$ cat src/rtl/sra_pkg.sv
// Purpose: shared constants and types of the serial register access port
// Assumes: device master clock is the module clock CLOCK
// Notes: command byte layout and register select codes are fixed here
package sra_pkg;
  // command byte fields
  localparam int CMD_ZERO_BIT = 7;
  localparam int CMD_SEL_HI = 5;
  localparam int CMD_SEL_LO = 4;
  localparam int CMD_RW_BIT = 3;
  localparam int CMD_STBY_BIT = 2;
  // register select codes
  localparam logic [1:0] SEL_CMD = 2'h0;
  localparam logic [1:0] SEL_SETUP = 2'h1;
  localparam logic [1:0] SEL_TEST = 2'h2;
  localparam logic [1:0] SEL_DATA = 2'h3;
  // transfer lengths in serial clocks
  localparam logic [4:0] LEN_BYTE = 5'h08;
  localparam logic [4:0] LEN_WORD = 5'h10;
  // values after reset
  localparam logic [7:0] CMD_RST = 8'h00;
  localparam logic [7:0] SETUP_RST = 8'h00;
  localparam logic [7:0] TEST_RST = 8'h00;
  localparam logic [15:0] DATA_RST = 16'h0000;
  // ready pulse of an overwritten word, in master clock periods
  localparam int READY_PULSE_CLKS = 500;
  localparam logic [9:0] READY_PULSE_CYC = 10'(READY_PULSE_CLKS);
  // host serial clock half period in module clocks
  localparam int SCLK_HALF_CYC = 8;
  typedef enum logic [1:0] {PH_CMD, PH_WR, PH_RD} sra_dev_phase_t;
  typedef enum logic [1:0] {HS_IDLE, HS_RUN, HS_END} sra_host_phase_t;
endpackage : sra_pkg

$ cat src/rtl/sra_link_if.sv
// Purpose: serial link between the host end and the device end
// Assumes: serial clock idles high, driven by the host
// Notes: data out is three-state; the line idles high when not driven
`timescale 1ns/100ps
`default_nettype none
interface sra_link_if;
  logic sclk;
  logic cs_n;
  logic din;
  logic dout;
  logic dout_oe;
  logic data_ready_n;
  wire dout_line;

  // resolve the three-state data out with a weak idle high
  assign dout_line = dout_oe ? dout : 1'b1;

  modport dev (input sclk, input cs_n, input din, output dout, output dout_oe,
    output data_ready_n);
  modport host (output sclk, output cs_n, output din, input dout_line, input data_ready_n);
endinterface : sra_link_if
`default_nettype wire

$ cat src/rtl/sra_dev.sv
// Purpose: device end of the serial register access port
// Assumes: CLOCK is the master clock and much faster than the serial clock
// Notes: all link pins pass two flip-flops before use
`timescale 1ns/100ps
`default_nettype none
module sra_dev (
  input wire logic CLOCK,
  input wire logic RST_N,
  sra_link_if.dev LINK,
  input wire logic CONV_VALID,
  input wire logic [15:0] CONV_WORD,
  output logic [7:0] SETUP_REG,
  output logic [7:0] TEST_REG,
  output logic STANDBY,
  output logic DATA_UNREAD
);

  typedef struct packed {
    logic [1:0] sclk_s;
    logic [1:0] cs_s;
    logic [1:0] din_s;
    logic sclk_d;
    sra_pkg::sra_dev_phase_t phase;
    logic [1:0] sel;
    logic [4:0] cnt;
    logic [15:0] sh;
    logic dout;
    logic dout_oe;
    logic [7:0] cmd;
    logic [7:0] setup;
    logic [7:0] test;
    logic [15:0] data;
    logic data_ready_n;
    logic pend;
    logic [15:0] pend_word;
    logic [9:0] pulse;
  } sra_dev_st_t;

  sra_dev_st_t s;
  sra_dev_st_t n;

  // next state of the whole device end
  always_comb begin
    logic rise;
    logic fall;
    logic act;
    logic reading_data;
    logic [7:0] cbyte;
    logic [7:0] wbyte;
    logic [4:0] len;
    rise = 1'b0;
    fall = 1'b0;
    act = 1'b0;
    reading_data = 1'b0;
    cbyte = 8'h00;
    wbyte = 8'h00;
    len = sra_pkg::LEN_BYTE;
    n = s;
    // two-flop synchronisers; stage 0 feeds stage 1 only
    n.sclk_s = {s.sclk_s[0], LINK.sclk};
    n.cs_s = {s.cs_s[0], LINK.cs_n};
    n.din_s = {s.din_s[0], LINK.din};
    n.sclk_d = s.sclk_s[1];
    rise = s.sclk_s[1] & ~s.sclk_d;
    fall = ~s.sclk_s[1] & s.sclk_d;
    act = ~s.cs_s[1];
    cbyte = {s.sh[6:0], s.din_s[1]};
    wbyte = cbyte;
    len = (s.sel == sra_pkg::SEL_DATA) ? sra_pkg::LEN_WORD : sra_pkg::LEN_BYTE;
    if (act && rise) begin
      unique case (s.phase)
        sra_pkg::PH_CMD: begin
          n.sh = {s.sh[14:0], s.din_s[1]};
          n.cnt = s.cnt + 5'h01;
          if (s.cnt == sra_pkg::LEN_BYTE - 5'h01) begin
            n.cnt = 5'h00;
            // a set top bit is no command: keep waiting, which resyncs the host
            if (!cbyte[sra_pkg::CMD_ZERO_BIT]) begin
              n.cmd = cbyte;
              n.sel = cbyte[sra_pkg::CMD_SEL_HI:sra_pkg::CMD_SEL_LO];
              if (cbyte[sra_pkg::CMD_RW_BIT]) begin
                n.phase = sra_pkg::PH_RD;
                unique case (n.sel)
                  sra_pkg::SEL_CMD: n.sh = {cbyte, 8'h00};
                  sra_pkg::SEL_SETUP: n.sh = {s.setup, 8'h00};
                  sra_pkg::SEL_TEST: n.sh = {s.test, 8'h00};
                  sra_pkg::SEL_DATA: n.sh = s.data;
                endcase
              end else begin
                n.phase = sra_pkg::PH_WR;
              end
            end
          end
        end
        sra_pkg::PH_WR: begin
          n.sh = {s.sh[14:0], s.din_s[1]};
          n.cnt = s.cnt + 5'h01;
          if (s.cnt == len - 5'h01) begin
            n.phase = sra_pkg::PH_CMD;
            n.cnt = 5'h00;
            unique case (s.sel)
              sra_pkg::SEL_SETUP: n.setup = wbyte;
              sra_pkg::SEL_TEST: n.test = wbyte;
              sra_pkg::SEL_CMD, sra_pkg::SEL_DATA: ;
            endcase
          end
        end
        sra_pkg::PH_RD: begin
          n.cnt = s.cnt + 5'h01;
          if (s.cnt == len - 5'h01) begin
            n.phase = sra_pkg::PH_CMD;
            n.cnt = 5'h00;
            if (s.sel == sra_pkg::SEL_DATA) begin
              n.data_ready_n = 1'b1;
            end
          end
        end
      endcase
    end
    if (act && fall && s.phase == sra_pkg::PH_RD) begin
      n.dout = s.sh[15];
      n.sh = {s.sh[14:0], 1'b0};
    end
    n.dout_oe = act && (n.phase == sra_pkg::PH_RD);
    // a new word arriving while the last waits replaces it; set wins
    if (CONV_VALID) begin
      n.pend = 1'b1;
      n.pend_word = CONV_WORD;
    end
    // the result never changes under a data read in flight
    reading_data = (s.phase == sra_pkg::PH_RD) && (s.sel == sra_pkg::SEL_DATA);
    if (s.pend && !reading_data) begin
      if (s.pulse != 10'h000) begin
        n.pulse = s.pulse - 10'h001;
        if (s.pulse == 10'h001) begin
          n.data = s.pend_word;
          n.data_ready_n = 1'b0;
          n.pend = CONV_VALID;
        end
      end else if (!s.data_ready_n) begin
        n.data_ready_n = 1'b1;
        n.pulse = sra_pkg::READY_PULSE_CYC;
      end else begin
        n.data = s.pend_word;
        n.data_ready_n = 1'b0;
        n.pend = CONV_VALID;
      end
    end
  end

  always_ff @(posedge CLOCK or negedge RST_N) begin
    if (!RST_N) begin
      s <= '0;
      s.sclk_s <= 2'h3;
      s.cs_s <= 2'h3;
      s.din_s <= 2'h3;
      s.sclk_d <= 1'b1;
      s.phase <= sra_pkg::PH_CMD;
      s.cmd <= sra_pkg::CMD_RST;
      s.setup <= sra_pkg::SETUP_RST;
      s.test <= sra_pkg::TEST_RST;
      s.data <= sra_pkg::DATA_RST;
      s.data_ready_n <= 1'b1;
    end else begin
      s <= n;
    end
  end

  // outputs straight from state
  assign LINK.dout = s.dout;
  assign LINK.dout_oe = s.dout_oe;
  assign LINK.data_ready_n = s.data_ready_n;
  assign SETUP_REG = s.setup;
  assign TEST_REG = s.test;
  assign STANDBY = s.cmd[sra_pkg::CMD_STBY_BIT];
  assign DATA_UNREAD = ~s.data_ready_n;

endmodule : sra_dev
`default_nettype wire

$ cat src/flat_wrapper.sv
// flat-port wrapper written by rule: the top's interface ports become plain ports
module sra_dev_flat 
  (CLOCK, RST_N, CONV_VALID, CONV_WORD, SETUP_REG, TEST_REG, STANDBY, DATA_UNREAD, LINK_sclk, LINK_cs_n, LINK_din, LINK_dout, LINK_dout_oe, LINK_data_ready_n);
  sra_link_if LINK_i ();
  input wire logic CLOCK;
  input wire logic RST_N;
  input wire logic CONV_VALID;
  input wire logic [15:0] CONV_WORD;
  output logic [7:0] SETUP_REG;
  output logic [7:0] TEST_REG;
  output logic STANDBY;
  output logic DATA_UNREAD;
  input wire logic [$bits(LINK_i.sclk)-1:0] LINK_sclk;
  input wire logic [$bits(LINK_i.cs_n)-1:0] LINK_cs_n;
  input wire logic [$bits(LINK_i.din)-1:0] LINK_din;
  output wire logic [$bits(LINK_i.dout)-1:0] LINK_dout;
  output wire logic [$bits(LINK_i.dout_oe)-1:0] LINK_dout_oe;
  output wire logic [$bits(LINK_i.data_ready_n)-1:0] LINK_data_ready_n;
  assign LINK_i.sclk = LINK_sclk;
  assign LINK_i.cs_n = LINK_cs_n;
  assign LINK_i.din = LINK_din;
  assign LINK_dout = LINK_i.dout;
  assign LINK_dout_oe = LINK_i.dout_oe;
  assign LINK_data_ready_n = LINK_i.data_ready_n;
  sra_dev u_core (.CLOCK(CLOCK), .RST_N(RST_N), .LINK(LINK_i), .CONV_VALID(CONV_VALID), .CONV_WORD(CONV_WORD), .SETUP_REG(SETUP_REG), .TEST_REG(TEST_REG), .STANDBY(STANDBY), .DATA_UNREAD(DATA_UNREAD));
endmodule
$ cat config.mk
export PLATFORM = sky130hd
export DESIGN_NAME = sra_dev_flat
export DESIGN_NICKNAME = d
export VERILOG_FILES = /design/src/rtl/sra_pkg.sv /design/src/rtl/sra_link_if.sv /design/src/rtl/sra_dev.sv /design/src/flat_wrapper.sv
export SDC_FILE = /design/constraint.sdc
export NUM_CORES = 1
export LEC_CHECK = 0
export BUFFER_PORTS_ARGS = -buffer_cell sky130_fd_sc_hd__buf_2
export CAP_MARGIN = 10
export CORE_ASPECT_RATIO = 0.75
export CORE_MARGIN = 8
export CORE_UTILIZATION = 45
export CTS_CLUSTER_SIZE = 14
export DETAILED_ROUTE_END_ITERATION = 10
export RECOVER_POWER = 100
export SETUP_SLACK_MARGIN = 0.02
export SKIP_CTS_REPAIR_TIMING = 1
export SLEW_MARGIN = 15
export SYNTH_ARGS = -nofsm -noshare
export SYNTH_HDL_FRONTEND = slang
export SYNTH_SLANG_ARGS = --single-unit
$ cat constraint.sdc
create_clock -name CLOCK -period 3.8 [get_ports CLOCK]
set_input_delay 0.76 -clock CLOCK [delete_from_list [all_inputs] [get_ports CLOCK]]
set_output_delay 0.76 -clock CLOCK [all_outputs]
set_load 0.02 [all_outputs]
==> out/qor.yml <==
layout_commonest_cell: "dfrtp_1"
skew_ns: 0.00596
grt_max_degree: 43
totalWireLength_mm: 9.00
dp_slack_ns: 1.40
pwr-share-clk_pct: 35.0
setup_tns_ns: 0
ir_drop_mv: 0.254
std_cell_rows: 31
slew-limit-headroom_pct: -46.8
crit_path_start_kind: "flop"
first_global_vias: 2857
drtIter0Drc: 226
failed_checks: "max-capacitance violations, max-slew violations"
syn_inst: 361
cp.required_ns: 4.02
cts_inserted_buffers: 9
pwr_density_cell_nw_per_um2: 487
cp.depth: 6
fmax_mhz: 364
synth_edf_count: 0
switching_share_pct: 27.6
tightest_slew_ns: 2.20
cp_common_cell: "nand3_1"
status: "finished, violations left"
p_switching_mw: 0.663
synth-seq-cells: 95
crit_path_end: "u_core.s[36]"
wire_per_inst_um: 17.1
finalHoldViolations: 0
r2r-end: "u_core.s[36]"
layout_common_cells: "dfrtp_1, mux2_1, mux2_2"
ctsLongestPathBuffers: 2
setup_ws_ns: 1.05
p_int_mw: 1.74
core-area_um2: 9700
fin_util_pct: 50.8
grt_usage_pct: 14.0
crit_fanout: 18
antenna_found_initial: 0
cap_violations: 1
via_per_inst: 5.45
drv_slew: 43
p_comb_share_pct: 11.9
via_count: 2859
io_buffers: 42
reg2reg_from: "u_core.s[93]"
dr.pass1.iters: 5
diodes: 0
drive_gt1_share_pct: 19.8
synthArstFlopShare_pct: 100
dpl.hpwl_mm: 6.48
seq_area_frac_synth_pct: 53.0
root_buffer: "clkbuf_16"
syn-num-nets: 390
p_seq_share_pct: 53.1
p_leak_nw: 2.22
num_io_pins: 43
ys.flop_type: "dfrtp_1"
grt_pass1_wl_mm: 15.0
path_cells: "inv_1 -> ha_1 -> nand3_1 -> nand3_1 -> nor3_2 -> mux2_2"
slowest_delay_ns: 1.06
gr-total-overflow: 0
startpoint: "u_core.s[93]"
die_w_um: 132
setup_viol: 0
critPathKind: "flop to flop"
yosysWarningCount: 0
area_growth_pct: 9.44
die_area_um2: 13500
rr_worst_depth: 6
crit_family: "simple AND/OR/NAND/NOR gates"
rsz0062_at_grt: "no"
cpMaxStageDelayCell: "nor3_2"
start_util_pct: 46.5
final_nets: 417
drcViolationCount: 0
cp.arrival_ns: 2.97
yosysUniqueCellTypes: 55
cts_max_level: 3
path_buf_inv: 1
regToRegSetupSlack_ns: 1.05
postRouteAntennaNets: 0
cts.sinks: 95
synth.cell_area_um2: 4500
globalplace.congestion: 0.811
cts_tree: "built"
min_path_type: "flop to flop"
worst_setup_path_end_kind: "flop"
worstSkewPairLatency_ns: 0.34
die_y_um: 103
fin_crit_sh_pct: 72.3
fin_crit_ns: 2.75
syn_avg_cell_area_um2: 12.5
path_clk_slew_ns: 0.06
==> layer usage <==
| layer | GRT usage, % | up-vias | routed length (µm) |
|---|---|---|---|
| met5 | 0 | - | 0 |
| met4 | 4.05 | 0 | 85 |
| met3 | 4.48 | 9 | 380 |
| met2 | 20.1 | 62 | 3740 |
| met1 | 19.8 | 1420 | 4790 |
| li1 | - | 1368 | - |
==> how the worst min path moves through the flow <==
stage	from	endpoint	slack, ns	cells past startpoint
3_3_place_gp	u_core.n[99]	u_core.s[99]	0.35	0
2_1_floorplan	u_core.n[101]	u_core.n[95]	0.35	0
5_1_grt	u_core.n[99]	u_core.s[99]	0.36	0
3_5_place_dp	u_core.n[99]	u_core.s[99]	0.35	0
4_1_cts	u_core.n[99]	u_core.s[99]	0.36	0
6_report	u_core.n[99]	u_core.s[99]	0.36	0
==> worst reg2reg max path, cell delays in order (launching register included) <==
cell,delay [ns]
dfrtp_1,0.38
inv_1,0.10
ha_1,0.22
nand3_1,0.27
nand3_1,0.17
nor3_2,1.06
mux2_2,0.44
==> through the flow <==
stage	hold slack [ns]	total power, mW	instance area, µm²	std cells
after floorplan	0.345	1.48	4500	361
after global placement	0.350	1.59	4730	509
after detailed placement	0.350	1.60	4730	509
after CTS	0.359	2.44	5000	525
after global routing	0.363	2.53	4930	525
final	0.357	2.40	4930	525
==> layout make-up <==
class	count	area [µm²]
clock buffer	11	243
clock inverter	5	33.8
fill	886	4770
inverter	8	30.0
multi-input combinational	229	1870
sequential	95	2390
tap	132	165
timing repair buffer	45	201
==> sequential cells by signal (all words and copies together) (netlist names) <==
register,count
u_core.SETUP_REG,8
u_core.STANDBY,1
u_core.s,71
u_core.n,4
u_core.LINK.dout_oe,1
u_core.LINK.data_ready_n,1
u_core.TEST_REG,8
u_core.LINK.dout,1
==> cell usage after synthesis, types with 9 or more instances <==
library cell | number | area share (%)
o21ai_1 | 11 | 1.2
buf_4 | 17 | 2.8
mux2_2 | 28 | 7.0
nor2_1 | 9 | 0.75
a21oi_1 | 11 | 1.2
mux2_1 | 29 | 7.2
dfrtp_1 | 87 | 48
nand2_1 | 23 | 1.9
mux2i_1 | 19 | 4.2
==> kinds of logic after synthesis <==
kind of cell    synth area share (%)
flops                           53.0
fa+ha+maj                       1.94
buf+inv                         4.58
xor+xnor                       0.194
compound gates                  8.72
simple gates                    11.1
mux                             20.5
==> power by group through the flow <==
stage / Combinational [mW] / Sequential (mW) / Clock [mW]
after floorplan: 0.269 / 1.21 / 0
after global placement: 0.292 / 1.29 / 0
after detailed placement: 0.300 / 1.30 / 0
after CTS: 0.301 / 1.28 / 0.862
after global routing: 0.327 / 1.30 / 0.901
final: 0.286 / 1.28 / 0.840
(Power assumes the default switching activity.)
